[src/shared/faepc_pkg.sv]
// constants and types shared by the flash array control block
// Functional notes
// - erased bits read 0, programmed bits read 1
// - rows of eight 8-byte pages; smallest erase unit is one 64-byte row
// - one program operation writes one eight-byte page
// - array answers in two windows; control register at one fixed address
// - high-voltage enable needs program or erase plus completed sequence steps
// - high-voltage enable high runs pump and drives high voltage
// - setting margin-read while high voltage is on is dropped to 0
// - erase and program select are never both set
// - pump divider: 00 by one, 01/10 by two, 11 by four
// - block-select picks full, half, eight rows or one row extent
// - target write latches significant address bits; code 00 selects all
// - protect read latches; overlap with protected block clears program/erase
// - margin-mode array reads stretched nine extra bus cycles
package faepc_pkg;
  localparam logic [15:0] CTRL_ADDR    = 16'hfe11;
  localparam logic [15:0] PROTECT_ADDR = 16'hff81;
  localparam logic [15:0] WIN0_LO      = 16'h0450;
  localparam logic [15:0] WIN0_HI      = 16'h05ff;
  localparam logic [15:0] WIN1_LO      = 16'h0e00;
  localparam logic [15:0] WIN1_HI      = 16'h7fff;
  // protect bit base addresses, each protects up to WIN1_HI
  localparam logic [15:0] PROT3_LO     = 16'h4000;
  localparam logic [15:0] PROT2_LO     = 16'h2000;
  localparam logic [15:0] PROT1_LO     = 16'h1000;
  localparam logic [15:0] PROT0_LO     = 16'h0450;
  // control register bit positions
  localparam int BIT_DIV_HIGH  = 7;
  localparam int BIT_DIV_LOW   = 6;
  localparam int BIT_SIZE_HIGH = 5;
  localparam int BIT_SIZE_LOW  = 4;
  localparam int BIT_HV        = 3;
  localparam int BIT_MARGIN    = 2;
  localparam int BIT_ERASE     = 1;
  localparam int BIT_PROG      = 0;
  localparam logic [7:0] CTRL_RESET = 8'h00;
  localparam int PAGE_BYTES    = 8;
  localparam int ROW_BYTES     = 64;
  localparam logic [3:0] MARGIN_STRETCH = 4'h8;
  localparam logic [1:0] SIZE_FULL  = 2'h0;
  localparam logic [1:0] SIZE_HALF  = 2'h1;
  localparam logic [1:0] SIZE_EIGHT = 2'h2;
  localparam logic [1:0] SIZE_ROW   = 2'h3;
  typedef enum logic [1:0] {
    SEQ_IDLE,
    SEQ_ARMED,
    SEQ_CHECKED,
    SEQ_READY
  } faepc_seq_type;
endpackage : faepc_pkg

[src/hw/faepc_pump_div.sv]
// pump clock enable divider
`timescale 1ns/1ps
module faepc_pump_div (
  input  wire logic       core_clk_i,
  input  wire logic       sys_rst_i,
  input  wire logic       run_i,
  input  wire logic [1:0] div_i,
  output logic            pump_en_o
);
  typedef struct packed {
    logic [1:0] cnt;
    logic       en;
  } faepc_div_type;
  faepc_div_type div_reg, div_next;
  logic [1:0] last;
  always_comb begin
    div_next = div_reg;
    case (div_i)
      2'h0:    last = 2'h0;
      2'h3:    last = 2'h3;
      default: last = 2'h1;
    endcase
    if (!run_i) begin
      div_next.cnt = 2'h0;
      div_next.en  = 1'b0;
    end else if (div_reg.cnt >= last) begin
      div_next.cnt = 2'h0;
      div_next.en  = 1'b1;
    end else begin
      div_next.cnt = div_reg.cnt + 2'h1;
      div_next.en  = 1'b0;
    end
  end
  always_ff @(posedge core_clk_i or posedge sys_rst_i) begin
    if (sys_rst_i) begin
      div_reg <= '0;
    end else begin
      div_reg <= div_next;
    end
  end
  assign pump_en_o = div_reg.en;
  property p_div_four;
    @(posedge core_clk_i) disable iff (sys_rst_i)
      (run_i && div_i == 2'h3 && div_reg.en) ##1 (run_i && div_i == 2'h3) [*3]
        |-> !div_reg.en;
  endproperty
  a_div_four: assert property (p_div_four) else $error("divide by four too fast");
endmodule : faepc_pump_div

[src/hw/faepc_stretch.sv]
// margin-read access stretch counter
`timescale 1ns/1ps
module faepc_stretch (
  input  wire logic core_clk_i,
  input  wire logic sys_rst_i,
  input  wire logic start_i,
  output logic      busy_o,
  output logic      done_o
);
  typedef struct packed {
    logic [3:0] cnt;
    logic       busy;
    logic       done;
  } faepc_str_type;
  faepc_str_type st_reg, st_next;
  always_comb begin
    st_next      = st_reg;
    st_next.done = 1'b0;
    if (st_reg.busy) begin
      if (st_reg.cnt == faepc_pkg::MARGIN_STRETCH) begin
        st_next.busy = 1'b0;
        st_next.done = 1'b1;
      end else begin
        st_next.cnt = st_reg.cnt + 4'h1;
      end
    end else if (start_i) begin
      st_next.busy = 1'b1;
      st_next.cnt  = 4'h1;
    end
  end
  always_ff @(posedge core_clk_i or posedge sys_rst_i) begin
    if (sys_rst_i) begin
      st_reg <= '0;
    end else begin
      st_reg <= st_next;
    end
  end
  assign busy_o = st_reg.busy;
  assign done_o = st_reg.done;
  property p_stretch_len;
    @(posedge core_clk_i) disable iff (sys_rst_i)
      (start_i && !st_reg.busy) |=> st_reg.busy [*8] ##1 st_reg.done;
  endproperty
  a_stretch_len: assert property (p_stretch_len) else $error("stretch not eight cycles");
endmodule : faepc_stretch

[src/hw/faepc_ctrl.sv]
// flash array control register, erase addressing, protection and access timing
`timescale 1ns/1ps
module faepc_ctrl (
  input  wire logic        core_clk_i,
  input  wire logic        sys_rst_i,
  input  wire logic [15:0] addr_i,
  input  wire logic [7:0]  wdata_i,
  input  wire logic        wr_i,
  input  wire logic        rd_i,
  input  wire logic [7:0]  protect_data_i,
  input  wire logic [7:0]  array_data_i,
  output logic [7:0]       rdata_o,
  output logic             rvalid_o,
  output logic             high_voltage_o,
  output logic             pump_clk_en_o,
  output logic             margin_mode_o,
  output logic             erase_mode_o,
  output logic             program_mode_o,
  output logic [1:0]       erase_size_o,
  output logic [15:0]      erase_addr_o,
  output logic             erase_go_o,
  output logic             page_wr_o,
  output logic [15:0]      page_addr_o,
  output logic [7:0]       page_data_o
);
  typedef struct packed {
    logic [7:0]              ctrl;
    faepc_pkg::faepc_seq_type seq;
    logic [15:0]             target;
    logic [3:0]              prot;
    logic [2:0]              page_cnt;
    logic [7:0]              rdata;
    logic                    rvalid;
    logic                    erase_go;
    logic                    page_wr;
    logic [15:0]             page_addr;
    logic [7:0]              page_data;
    logic                    pend;
    logic [15:0]             pend_addr;
  } faepc_ctl_type;
  faepc_ctl_type s_reg, s_next;

  logic in_array;
  logic is_ctrl;
  logic is_prot;
  logic str_busy;
  logic str_done;
  logic str_start;
  logic pump_en;
  logic overlap;
  logic [15:0] lo_bound;
  logic [7:0]  w;

  assign in_array = (addr_i >= faepc_pkg::WIN0_LO && addr_i <= faepc_pkg::WIN0_HI) ||
                    (addr_i >= faepc_pkg::WIN1_LO && addr_i <= faepc_pkg::WIN1_HI);
  assign is_ctrl  = (addr_i == faepc_pkg::CTRL_ADDR);
  assign is_prot  = (addr_i == faepc_pkg::PROTECT_ADDR);
  assign str_start = rd_i && in_array && s_reg.ctrl[faepc_pkg::BIT_MARGIN];

  faepc_stretch u_stretch (
    .core_clk_i (core_clk_i),
    .sys_rst_i  (sys_rst_i),
    .start_i    (str_start),
    .busy_o     (str_busy),
    .done_o     (str_done)
  );

  faepc_pump_div u_div (
    .core_clk_i (core_clk_i),
    .sys_rst_i  (sys_rst_i),
    .run_i      (s_reg.ctrl[faepc_pkg::BIT_HV]),
    .div_i      (s_reg.ctrl[7:6]),
    .pump_en_o  (pump_en)
  );

  // lowest protected address from the latched protect byte
  always_comb begin
    if (s_reg.prot[0]) begin
      lo_bound = faepc_pkg::PROT0_LO;
    end else if (s_reg.prot[1]) begin
      lo_bound = faepc_pkg::PROT1_LO;
    end else if (s_reg.prot[2]) begin
      lo_bound = faepc_pkg::PROT2_LO;
    end else if (s_reg.prot[3]) begin
      lo_bound = faepc_pkg::PROT3_LO;
    end else begin
      lo_bound = faepc_pkg::WIN1_HI;
    end
  end

  // conservative: any erase extent or page at or above the bound is refused
  always_comb begin
    overlap = 1'b0;
    if (s_reg.prot != 4'h0) begin
      if (s_reg.ctrl[faepc_pkg::BIT_ERASE] &&
          s_reg.ctrl[5:4] != faepc_pkg::SIZE_ROW) begin
        overlap = 1'b1;
      end else begin
        overlap = (s_reg.target | 16'h003f) >= lo_bound;
      end
    end
  end

  always_comb begin
    s_next          = s_reg;
    s_next.erase_go = 1'b0;
    s_next.page_wr  = 1'b0;
    s_next.rvalid   = 1'b0;
    w               = wdata_i;
    if (wr_i && is_ctrl) begin
      if (w[faepc_pkg::BIT_ERASE] && w[faepc_pkg::BIT_PROG]) begin
        w[faepc_pkg::BIT_PROG] = 1'b0;
      end
      if (w[faepc_pkg::BIT_MARGIN] &&
          (s_reg.ctrl[faepc_pkg::BIT_HV] || w[faepc_pkg::BIT_HV])) begin
        w[faepc_pkg::BIT_MARGIN] = 1'b0;
      end
      if (w[faepc_pkg::BIT_HV] && !s_reg.ctrl[faepc_pkg::BIT_HV] &&
          !(s_reg.seq == faepc_pkg::SEQ_READY &&
            (w[faepc_pkg::BIT_ERASE] || w[faepc_pkg::BIT_PROG]))) begin
        w[faepc_pkg::BIT_HV] = 1'b0;
      end
      if (!w[faepc_pkg::BIT_ERASE] && !w[faepc_pkg::BIT_PROG]) begin
        s_next.seq = faepc_pkg::SEQ_IDLE;
      end else if (s_reg.seq == faepc_pkg::SEQ_IDLE ||
                   w[1:0] != s_reg.ctrl[1:0]) begin
        s_next.seq      = faepc_pkg::SEQ_ARMED;
        s_next.page_cnt = 3'h0;
      end
      // hv falling in erase mode marks the erase complete
      if (s_reg.ctrl[faepc_pkg::BIT_HV] && !w[faepc_pkg::BIT_HV] &&
          s_reg.ctrl[faepc_pkg::BIT_ERASE]) begin
        s_next.erase_go = 1'b1;
      end
      s_next.ctrl = w;
    end
    if (rd_i && is_prot && s_reg.seq == faepc_pkg::SEQ_ARMED) begin
      s_next.prot = protect_data_i[3:0];
      s_next.seq  = faepc_pkg::SEQ_CHECKED;
    end
    if (wr_i && in_array && s_reg.seq != faepc_pkg::SEQ_IDLE) begin
      if (s_reg.ctrl[faepc_pkg::BIT_ERASE]) begin
        case (s_reg.ctrl[5:4])
          faepc_pkg::SIZE_FULL:  s_next.target = faepc_pkg::WIN0_LO;
          faepc_pkg::SIZE_HALF:  s_next.target = {1'b0, addr_i[14], 14'h0000};
          faepc_pkg::SIZE_EIGHT: s_next.target = {1'b0, addr_i[14:9], 9'h000};
          default:               s_next.target = {1'b0, addr_i[14:6], 6'h00};
        endcase
        if (s_reg.seq == faepc_pkg::SEQ_CHECKED) begin
          s_next.seq = faepc_pkg::SEQ_READY;
        end
      end else if (s_reg.ctrl[faepc_pkg::BIT_PROG]) begin
        // page bytes are latched and forwarded one at a time
        s_next.target    = {addr_i[15:3], 3'h0};
        s_next.page_wr   = 1'b1;
        s_next.page_addr = addr_i;
        s_next.page_data = wdata_i;
        s_next.page_cnt  = s_reg.page_cnt + 3'h1;
        if (s_reg.page_cnt == 3'(faepc_pkg::PAGE_BYTES - 1) &&
            s_reg.seq == faepc_pkg::SEQ_CHECKED) begin
          s_next.seq = faepc_pkg::SEQ_READY;
        end
      end
    end
    // protected target: drop program and erase, hv cannot follow
    if (s_reg.seq == faepc_pkg::SEQ_READY && overlap) begin
      s_next.ctrl[faepc_pkg::BIT_ERASE] = 1'b0;
      s_next.ctrl[faepc_pkg::BIT_PROG]  = 1'b0;
      s_next.ctrl[faepc_pkg::BIT_HV]    = 1'b0;
      s_next.seq                        = faepc_pkg::SEQ_IDLE;
    end
    if (rd_i && is_ctrl) begin
      s_next.rdata  = s_reg.ctrl;
      s_next.rvalid = 1'b1;
    end else if (rd_i && in_array && !s_reg.ctrl[faepc_pkg::BIT_MARGIN]) begin
      s_next.rdata  = array_data_i;
      s_next.rvalid = 1'b1;
    end else if (rd_i && in_array) begin
      s_next.pend      = 1'b1;
      s_next.pend_addr = addr_i;
    end else if (rd_i) begin
      s_next.rdata  = 8'h00;
      s_next.rvalid = 1'b1;
    end
    if (str_done && s_reg.pend) begin
      s_next.rdata  = array_data_i;
      s_next.rvalid = 1'b1;
      s_next.pend   = 1'b0;
    end
  end

  always_ff @(posedge core_clk_i or posedge sys_rst_i) begin
    if (sys_rst_i) begin
      s_reg      <= '0;
      s_reg.ctrl <= faepc_pkg::CTRL_RESET;
      s_reg.seq  <= faepc_pkg::SEQ_IDLE;
    end else begin
      s_reg <= s_next;
    end
  end

  assign rdata_o        = s_reg.rdata;
  assign rvalid_o       = s_reg.rvalid;
  assign high_voltage_o = s_reg.ctrl[faepc_pkg::BIT_HV];
  assign pump_clk_en_o  = pump_en;
  assign margin_mode_o  = s_reg.ctrl[faepc_pkg::BIT_MARGIN];
  assign erase_mode_o   = s_reg.ctrl[faepc_pkg::BIT_ERASE];
  assign program_mode_o = s_reg.ctrl[faepc_pkg::BIT_PROG];
  assign erase_size_o   = s_reg.ctrl[5:4];
  assign erase_addr_o   = s_reg.target;
  assign erase_go_o     = s_reg.erase_go;
  assign page_wr_o      = s_reg.page_wr;
  assign page_addr_o    = s_reg.page_addr;
  assign page_data_o    = s_reg.page_data;

  property p_never_both;
    @(posedge core_clk_i) disable iff (sys_rst_i)
      !(s_reg.ctrl[faepc_pkg::BIT_ERASE] && s_reg.ctrl[faepc_pkg::BIT_PROG]);
  endproperty
  a_never_both: assert property (p_never_both) else $error("erase and program both set");

  property p_hv_needs_mode;
    @(posedge core_clk_i) disable iff (sys_rst_i)
      $rose(high_voltage_o) |-> (erase_mode_o || program_mode_o) && $past(s_reg.seq) ==
        faepc_pkg::SEQ_READY;
  endproperty
  a_hv_needs_mode: assert property (p_hv_needs_mode) else $error("hv set out of sequence");

  property p_margin_hv;
    @(posedge core_clk_i) disable iff (sys_rst_i)
      high_voltage_o |-> !margin_mode_o;
  endproperty
  a_margin_hv: assert property (p_margin_hv) else $error("margin set with hv on");

  property p_pump_off;
    @(posedge core_clk_i) disable iff (sys_rst_i)
      !high_voltage_o ##1 !high_voltage_o |-> !pump_clk_en_o;
  endproperty
  a_pump_off: assert property (p_pump_off) else $error("pump runs with hv off");

  property p_ctrl_read;
    @(posedge core_clk_i) disable iff (sys_rst_i)
      (rd_i && is_ctrl) |=> rvalid_o && rdata_o == $past(s_reg.ctrl);
  endproperty
  a_ctrl_read: assert property (p_ctrl_read) else $error("control read mismatch");

  property p_normal_read;
    @(posedge core_clk_i) disable iff (sys_rst_i)
      (rd_i && in_array && !margin_mode_o && !s_reg.pend) |=> rvalid_o &&
        rdata_o == $past(array_data_i);
  endproperty
  a_normal_read: assert property (p_normal_read) else $error("array read mismatch");

  property p_row_latch;
    @(posedge core_clk_i) disable iff (sys_rst_i)
      (wr_i && in_array && erase_mode_o && erase_size_o == faepc_pkg::SIZE_ROW &&
       s_reg.seq != faepc_pkg::SEQ_IDLE && !(s_reg.seq == faepc_pkg::SEQ_READY && overlap))
        |=> erase_addr_o == {1'b0, $past(addr_i[14:6]), 6'h00};
  endproperty
  a_row_latch: assert property (p_row_latch) else $error("row address not latched");

  property p_protect_drop;
    @(posedge core_clk_i) disable iff (sys_rst_i)
      (s_reg.seq == faepc_pkg::SEQ_READY && overlap) |=> !erase_mode_o && !program_mode_o;
  endproperty
  a_protect_drop: assert property (p_protect_drop) else $error("protected range kept");
endmodule : faepc_ctrl

[config.mk]
export PLATFORM = sky130hd
export DESIGN_NAME = faepc_ctrl
export DESIGN_NICKNAME = d
export VERILOG_FILES = /design/src/shared/faepc_pkg.sv /design/src/hw/faepc_pump_div.sv /design/src/hw/faepc_stretch.sv /design/src/hw/faepc_ctrl.sv
export SDC_FILE = /design/constraint.sdc
export NUM_CORES = 1
export LEC_CHECK = 0
export BUFFER_PORTS_ARGS = -buffer_cell sky130_fd_sc_hd__buf_2
export CORE_MARGIN = 2
export CORE_UTILIZATION = 40
export CTS_BUF_LIST = sky130_fd_sc_hd__clkbuf_8 sky130_fd_sc_hd__clkbuf_16
export DETAILED_ROUTE_END_ITERATION = 8
export SLEW_MARGIN = 30
export SYNTH_ARGS = -nofsm -noshare
export SYNTH_HDL_FRONTEND = slang
export SYNTH_SLANG_ARGS = --single-unit
[constraint.sdc]
create_clock -name core_clk_i -period 6 [get_ports core_clk_i]
set_input_delay 1.2 -clock core_clk_i [delete_from_list [all_inputs] [get_ports core_clk_i]]
set_output_delay 1.2 -clock core_clk_i [all_outputs]
set_load 0.01 [all_outputs]
==> results of run 1 <==
layout by cell type (no fill, tap or decap), types with 2 or more instances in the layout:
cell type / synthesis / layout
nand3_1: 9 / 9
nor4_1: 3 / 3
and2_1: 2 / 2
nand2b_1: 5 / 5
nor3_1: 5 / 5
nand2_1: 54 / 54
nor2_1: 15 / 15
bufinv_16: 0 / 3
clkbuf_8: 0 / 11
inv_1: 19 / 18
nand4_1: 2 / 2
xnor2_1: 2 / 2
conb_1: 1 / 3
or4b_1: 2 / 2
a21oi_1: 13 / 13
a41o_1: 2 / 2
nand3b_1: 2 / 2
o31ai_1: 2 / 2
nor2b_1: 2 / 2
a22o_1: 10 / 10
mux2_2: 26 / 26
a2111o_1: 2 / 2
ha_1: 15 / 15
a32oi_1: 8 / 8
or2_2: 4 / 4
a21o_1: 2 / 2
and3_1: 4 / 4
a22oi_1: 2 / 2
buf_2: 2 / 94
o21ai_0: 22 / 22
dfrtp_1: 75 / 75
area by class of cell:
cell class | count | area share (%)
Clock buffer | 11 | 3.359
Clock inverter | 4 | 2.165
Inverter | 19 | 1.582
Multi-Input combinational cell | 239 | 36.09
Sequential cell | 75 | 41.64
Tap cell | 133 | 3.692
Timing Repair Buffer | 97 | 11.47
worst min-delay path by stage:
stage | from | end | slack (ns) | cells past startpoint
2_1_floorplan | u_div.div_reg[1] | u_div.div_reg[1] | 0.44 | 1
5_1_grt | u_div.div_reg[1] | u_div.div_reg[1] | 0.51 | 1
4_1_cts | u_div.div_reg[1] | u_div.div_reg[1] | 0.48 | 1
3_3_place_gp | u_div.div_reg[1] | u_div.div_reg[1] | 0.45 | 1
6_report | u_div.div_reg[1] | u_div.div_reg[1] | 0.47 | 1
3_5_place_dp | u_div.div_reg[1] | u_div.div_reg[1] | 0.46 | 1
kinds of logic after synthesis:
group | count (synthesis) | share of synthesized area, %
buf+inv | 79 | 12.74
flops | 75 | 46.85
mux | 27 | 7.589
xor+xnor | 3 | 0.6560
other cells | 1 | 0.09360
simple gates | 115 | 14.05
compound gates | 76 | 13.34
fa+ha+maj | 15 | 4.685
stage by stage:
step	area (um2)	setup WS [ns]	util, %	std cells
2_1_floorplan	4014	2.890	-	393
3_3_place_gp	4227	2.266	43.44	562
3_5_place_dp	4227	2.197	43.44	562
4_1_cts	4476	2.566	46.00	577
5_1_grt	4507	2.674	46.32	578
6_report	4507	2.761	46.32	578
metal layers:
layer	up-vias	track usage [%]	wire, um
li1	1425	-	-
met1	1454	23.23	4030
met2	105	28.99	4418
met3	10	3.947	513
met4	0	5.695	126
met5	-	0	0
report_power, final:
part | internal (mW) | total (mW) | leakage, nW | switching [mW]
Clock | 0.297 | 0.483 | 0.122 | 0.186
Combinational | 0.0322 | 0.0775 | 1.24 | 0.0452
Sequential | 0.518 | 0.526 | 0.996 | 0.00766
Total | 0.847 | 1.09 | 2.36 | 0.239
==> metrics, run 1 <==
Die H 104.1 um; area of the multi-input gates 1627 um2; DR DRC count 0; die width 104.1 um; FF-to-FF path depth 6; Max Cap Viol 0; worst r2r dst s_reg[52]; register-to-register setup slack 3.65 ns; crit share post-route 53.98%; Final Skew 0.007857 ns; Setup CP Type in2reg; # port buffers 94; asr flop ratio synth 100.0%; CTS tree done; number of diodes 0; Yosys top cell by area dfrtp_1; initial antenna violation count 0; CP Capture Type flip-flop; Top Family by Delay on Critical Path compound AO/OA/AOI/OAI gates; Starting Density 41.18%; Critical path origin addr_i[9]; synthesized area 4006 um2; largest net degree at the start of global routing 76; Main synth FF type dfrtp_1; power density cells 241.0 nW/um2; Synth Warn # 0; critical path depth 7; Commonest cells post-synth 75 x dfrtp_1, 54 x nand2_1, 50 x buf_4, 26 x mux2_2, 22 x o21ai_0; min cycle time layout 3.239 ns; Post-Synthesis Cells 391; I/O pins 102; critical path fanouts, max 17; Worst Path Required 6.23 ns; Post-Synthesis Mean Instance Area 10.25 um2; post-CTS setup buffer count 0; FF+latch count, synth 75; WHS 0.4692 ns; Worst Path Buf+Inv 2; Die ar. 10830 um2; TNS Setup 0 ns; maximum VDD drop 99.41 uV; first-pass GRT wire length 15300 um; Hold WC Path Type reg2reg; core area 9729 um2; CTS resizes 0; Reg clk slew, reported paths 0.07 ns; vias in the first global route 2937; gr usage total 17.65%; 1st-pass router iterations 4; number of flip-flops under the largest register name 16; TritonCTS Buffers 9; Final Hold Viols 0; reg-to-reg startpoint s_reg[76]; Max stage delay on crit path 0.54 ns; EDFF count, synth 0; power consumption 1.086 mW; Worst-Skew Late Latency 0.35 ns; Post-CTS Hold Buffers 0; GRT Residual Overflow 0; row count 36; FF/Latch Area 1877 um2; final slew viol count 0; Worst path slowest cell or4b_1; # setup viols final 0; fraction of layout cells with a size suffix above 1 32.81%; Setup crit start kind input pin; area share of the largest cell type after synthesis 46.85%; critical-path cell list buf_2 -> or4b_1 -> a2111o_1 -> a21oi_4 -> buf_16 -> a31oi_1 -> mux2_2; highest clock rate 0.3088 GHz; final net count 500; most common cell in the netlist dfrtp_1; status finished clean; crit path to s_reg[52]; total wire length 9088 um; Least-Margin Pin Slew 0.6874 ns; via/cell ratio 5.180; initial drt markers 213; RSZ-0062 raised after global routing no; CTS root buf clkbuf_8; Final GP Congestion 0.8249; leakage 2.358 nW; htree depth 3; hpwl dp 6515 um; WL/cell 15.72 um; crit path DAT 3.47 ns; Synth area leaders dfrtp_1 47%, buf_4 9.4%, mux2_2 7.3%, nand2_1 5.1%, ha_1 4.7%; Max-slew headroom 54.17%; DRT antenna net count 0; maximum root-to-sink buffer count 2; Fillers 965; clock sinks 75; Syn-to-layout area delta 12.49%; routed via count 2994; Distinct cells, synth 54; sequential cell area fraction in the yosys report 46.85%
Note: power is estimated with default switching activity, not from simulation.
==> run 2: changes to the inputs <==
==> constraint.sdc (replaced) <==
create_clock -name core_clk_i -period 3.3 [get_ports core_clk_i]
set_input_delay 0.66 -clock core_clk_i [delete_from_list [all_inputs] [get_ports core_clk_i]]
set_output_delay 0.66 -clock core_clk_i [all_outputs]
set_load 0.01 [all_outputs]
==> run 2 against run 1 <==
Hold slack got worse by 0.026 ns. Wire length is 2.9% lower. Global-route usage decreased by 0.41 points. Critical endpoint unchanged. Utilization shrank 0.21 points. Combinational power is 83% higher.
==> metrics, run 2 (synthesis results as in run 1) <==
logic gate share of total power 7.5% (was 7.1%); gr usage total 17.24% (was 17.65%); critical path fanouts, max 9 (was 17); final slew viol count 0 (unchanged); final net count 502 (was 500); CTS root buf clkbuf_8 (unchanged); via/cell ratio 5.067 (was 5.180); GRT Residual Overflow 0 (unchanged); DRT antenna net count 0 (unchanged); WL/cell 15.19 um (was 15.72 um); initial drt markers 110 (was 213); # setup viols final 0 (unchanged); fraction of layout cells with a size suffix above 1 33.26% (was 32.81%); crit share post-route 73.47%; Seq pwr share 50.5% (was 48.4%); highest clock rate 0.4125 GHz; Final Skew 0.01478 ns (was 0.007857 ns); Syn-to-layout area delta 11.99% (was 12.49%); die width 104.1 um (unchanged); Die H 104.1 um (unchanged); leakage 2.362 nW (was 2.358 nW); CTS tree done (unchanged); Setup WS post-layout 0.8755 ns (was 2.761 ns); post-CTS setup buffer count 0 (unchanged); total wire length 8823 um (was 9088 um); htree depth 3 (unchanged); power density cells 421.6 nW/um2 (was 241.0 nW/um2); Starting Density 41.18% (unchanged); status finished clean (unchanged); TritonCTS Buffers 9 (unchanged); initial antenna violation count 0 (unchanged); Clk pwr share 42.0% (was 44.5%); WHS 0.4429 ns (was 0.4692 ns); crit path DAT 2.68 ns (was 3.47 ns); Fillers 1005 (was 965); TNS Setup 0 ns (unchanged); hpwl dp 6717 um (was 6515 um); Die ar. 10830 um2 (unchanged); row count 36 (unchanged); commonest non-fill, non-tap cell in the layout buf_2 (unchanged); core area 9729 um2 (unchanged); Worst-Skew Late Latency 0.36 ns (was 0.35 ns); maximum VDD drop 157.2 uV (was 99.41 uV); commonest non-fill, non-tap cells in the layout 94 x buf_2, 75 x dfrtp_1, 54 x nand2_1 (unchanged); number of diodes 0 (unchanged); largest net degree at the start of global routing 40 (was 76); Post-CTS Hold Buffers 0 (unchanged); Least-Margin Pin Slew 0.8027 ns (was 0.6874 ns); Final Hold Viols 0 (unchanged); power consumption 1.891 mW (was 1.086 mW); clock sinks 75 (unchanged); 1st-pass router iterations 4 (unchanged); Setup CP Type in2reg (unchanged); number of flip-flops under the largest register name 16 (unchanged); Max Cap Viol 0 (unchanged); CP Capture Type flip-flop (unchanged); Worst Path Required 3.56 ns (was 6.23 ns); RSZ-0062 raised after global routing no (unchanged); first-pass GRT wire length 14850 um (was 15300 um); DR DRC count 0 (unchanged); pre-CTS WS 0.5144 ns (was 2.197 ns); Setup crit start kind input pin (unchanged); Max-slew headroom 46.41% (was 54.17%); CTS resizes 0 (unchanged); # port buffers 94 (unchanged); Reg clk slew, reported paths 0.09 ns (was 0.07 ns); Int Pwr 1.449 mW (was 847.0 uW); vias in the first global route 2982 (was 2937); Final GP Congestion 0.8218 (was 0.8249); sw frac 23.39% (was 22.03%); I/O pins 102 (unchanged); net switching power 442.4 uW (was 239.3 uW); routed via count 2944 (was 2994); maximum root-to-sink buffer count 2 (unchanged); Hold WC Path Type in2async (was reg2reg); min cycle time layout 2.425 ns
## run 2: cell types whose count changed in the layout (fill, tap and decap cells not counted)
cell        change
clkinv_2        +2
buf_4           +3
bufinv_16       -1
buf_6           -1
buf_16          -1
buf_12          +1
clkinvlp_4      -1
clkbuf_8        -1
clkinv_4        +1
inv_6           +1
## run 2: cell type report
cell class                 instances  area (um2)  share of cell area, %
timing repair buffer              99       520.5                  11.60
tap                              133       166.4                  3.709
inverter                          19       71.32                  1.590
sequential                        75        1877                  41.83
multi-input combinational        239        1627                  36.25
clock buffer                      10       137.6                  3.067
clock inverter                     6       87.58                  1.952
## run 2: per-layer routing
layer	up-vias	GRT usage (%)	wire length, um
li1	1424	-	-
met1	1437	21.78	3871
met2	72	28.81	4304
met3	11	4.198	503
met4	0	6.178	143
met5	-	0	0
## run 2: path summary, 6_finish.rpt
path,cells past startpoint,end,slack (ns),start
worst min register to register,1,u_div.div_reg[1],0.47,u_div.div_reg[1]
worst max register to register,7,high_voltage_o,1.12,s_reg[57]
worst min-delay path,2,u_div.pump_en_o,0.44,sys_rst_i
max in group asynchronous,3,page_data_o[5],2.16,sys_rst_i
worst max-delay path,6,s_reg[52],0.88,addr_i[1]
min in group core_clk_i,1,u_div.div_reg[1],0.47,u_div.div_reg[1]
## run 2: power groups by stage
stage	Combinational, mW	Sequential, mW	Clock [mW]
after global placement	0.142	0.973	0
after floorplan	0.103	0.971	0
after CTS	0.146	0.956	0.818
final	0.142	0.956	0.794
after detailed placement	0.145	0.974	0
after global routing	0.160	0.959	0.853
## run 2: metrics by stage
step                utilization, %  instances  instance area (um2)
floorplan                        -        393                 4014
global placement             43.80        565                 4262
detailed placement           43.80        565                 4262
CTS                          46.12        581                 4487
global route                 46.12        581                 4487
finish                       46.12        581                 4487
## run 2: critical path, stage by stage
cell and delay (ns):
buf_2 0.10, or4b_1 0.61, nor3_1 0.35, and3_1 0.46, a31oi_1 0.20, mux2_2 0.30
==> run 3: changes to the inputs <==
==> constraint.sdc (replaced) <==
create_clock -name core_clk_i -period 2.5 [get_ports core_clk_i]
set_input_delay 0.5 -clock core_clk_i [delete_from_list [all_inputs] [get_ports core_clk_i]]
set_output_delay 0.5 -clock core_clk_i [all_outputs]
set_load 0.01 [all_outputs]
==> run 3 against run 2 <==
Critical path depth up 1. Sequential cell count stayed put. Wire length is 4.4% higher. Global-route usage grew 0.28 points. Register-to-register slack got worse by 0.84 ns. Combinational power up 39%. Power up 26%. Clock power up 17%.
==> metrics, run 3 (synthesis results as in run 1) <==
# setup viols final 0 (unchanged); Max-slew headroom 54.37% (was 46.41%); commonest non-fill, non-tap cells in the layout 94 x buf_2, 75 x dfrtp_1, 54 x nand2_1 (unchanged); die width 104.1 um (unchanged); Max stage delay on crit path 0.42 ns (was 0.61 ns); maximum VDD drop 310.8 uV (was 157.2 uV); critical-path cell list nor2_1 -> nand2_1 -> ha_1 -> a211o_1 -> o221ai_1 -> a41oi_1 -> nor3b_1 (was buf_2 -> or4b_1 -> nor3_1 -> and3_1 -> a31oi_1 -> mux2_2); 1st-pass router iterations 4 (unchanged); Worst-Skew Late Latency 0.36 ns (about the same); status finished clean (unchanged); Critical path origin s_reg[57] (was addr_i[1]); GRT Residual Overflow 0 (unchanged); clock sinks 75 (unchanged); DR DRC count 0 (unchanged); Starting Density 41.18% (unchanged); maximum root-to-sink buffer count 2 (unchanged); Top Family by Delay on Critical Path compound AO/OA/AOI/OAI gates (was simple AND/OR/NAND/NOR gates); fraction of layout cells with a size suffix above 1 35.00% (was 33.26%); # port buffers 94 (unchanged); Worst path slowest cell dfrtp_1 (was or4b_1); row count 36 (unchanged); routed via count 3005 (was 2944); CP Capture Type flip-flop (unchanged); CTS tree done (unchanged); Worst Path Required 2.77 ns (was 3.56 ns); min cycle time layout 2.219 ns; total wire length 9211 um (was 8823 um); DRT antenna net count 0 (unchanged); Syn-to-layout area delta 14.05% (was 11.99%); number of flip-flops under the largest register name 16 (unchanged); Setup CP Type reg2reg (was in2reg); post-CTS setup buffer count 0 (unchanged); Reg clk slew, reported paths 0.08 ns (was 0.09 ns); sw frac 25.19% (was 23.39%); Post-CTS Hold Buffers 0 (unchanged); highest clock rate 0.4507 GHz; Setup crit start kind flip-flop (was input pin); vias in the first global route 3031 (was 2982); CTS resizes 0 (unchanged); TritonCTS Buffers 9 (unchanged); RSZ-0062 raised after global routing no (unchanged); initial drt markers 117 (was 110); WL/cell 15.53 um (was 15.19 um); critical path fanouts, max 5 (was 9); final net count 514 (was 502); Clk pwr share 38.9% (was 42.0%); core area 9729 um2 (unchanged); gr usage total 17.52% (was 17.24%); Die H 104.1 um (unchanged); reg-to-reg startpoint s_reg[57] (unchanged); Final Skew 0.007169 ns (was 0.01478 ns); net switching power 601.1 uW (was 442.4 uW); htree depth 3 (unchanged); number of diodes 0 (unchanged); via/cell ratio 5.067 (about the same); initial antenna violation count 0 (unchanged); CTS root buf clkbuf_8 (unchanged); power consumption 2.387 mW (was 1.891 mW); first-pass GRT wire length 15100 um (was 14850 um); hpwl dp 6926 um (was 6717 um); leakage 2.405 nW (was 2.362 nW); crit path DAT 2.49 ns (was 2.68 ns); power density cells 522.3 nW/um2 (was 421.6 nW/um2); TNS Setup 0 ns (unchanged); Final GP Congestion 0.7703 (was 0.8218); Least-Margin Pin Slew 0.6782 ns (was 0.8027 ns); I/O pins 102 (unchanged); Final Hold Viols 0 (unchanged); Int Pwr 1.786 mW (was 1.449 mW); Max Cap Viol 0 (unchanged); Die ar. 10830 um2 (unchanged); Seq pwr share 52.8% (was 50.5%); commonest non-fill, non-tap cell in the layout buf_2 (unchanged); Hold WC Path Type in2async (unchanged); logic gate share of total power 8.3% (was 7.5%); Worst Path Buf+Inv 0 (was 1); final slew viol count 0 (unchanged); largest net degree at the start of global routing 39 (was 40); crit share post-route 88.76%
## run 3: stage by stage
step	setup slack (ns)	hold slack (ns)	cell area (um2)	instances	util, %
after CTS	0.2764	0.2638	4569	593	46.97
after global routing	0.1201	0.2973	4569	593	46.97
after detailed placement	-0.04501	0.4612	4377	577	44.98
after floorplan	0.09002	0.4428	4014	393	-
after global placement	-0.004687	0.4556	4377	577	44.98
final	0.2811	0.2410	4569	593	46.97
## run 3: area by class of cell
class / instances / area, um2
Tap cell: 133 / 166.4
Sequential cell: 75 / 1877
Inverter: 19 / 71.32
Clock buffer: 9 / 123.9
Fill cell: 980 / 5160
Clock inverter: 7 / 68.82
Multi-Input combinational cell: 239 / 1627
Timing Repair Buffer: 111 / 635.6
## run 3: worst min-delay path: cells and delay by family
| kind | cells | cell delay, ns |
|---|---|---|
| buf+inv | 3 | 0.54 |
## run 3: worst paths after layout
kind	end	slack (ns)	cells after the start
max in group asynchronous	page_addr_o[5]	1.90	3
setup reg to reg	high_voltage_o	0.28	7
hold / removal	u_div.pump_en_o	0.24	3
setup / recovery	high_voltage_o	0.28	7
hold reg to reg	u_div.div_reg[1]	0.47	1
min in group core_clk_i	erase_size_o[1]	0.35	3
## run 3: power by group through the flow
stage,logic (mW),registers [mW],clock network [mW]
finish,0.197,1.26,0.928
global route,0.219,1.27,1.00
CTS,0.201,1.26,0.954
detailed placement,0.201,1.29,0
global placement,0.197,1.28,0
floorplan,0.136,1.28,0
## run 3: metal layers
layer	global-route usage, %	share of wire [%]	vias to the layer above
met5	0	0	-
met4	6.660	2.1	0
met3	3.885	5.0	16
met2	30.08	49	85
met1	21.53	44	1455
li1	-	-	1449
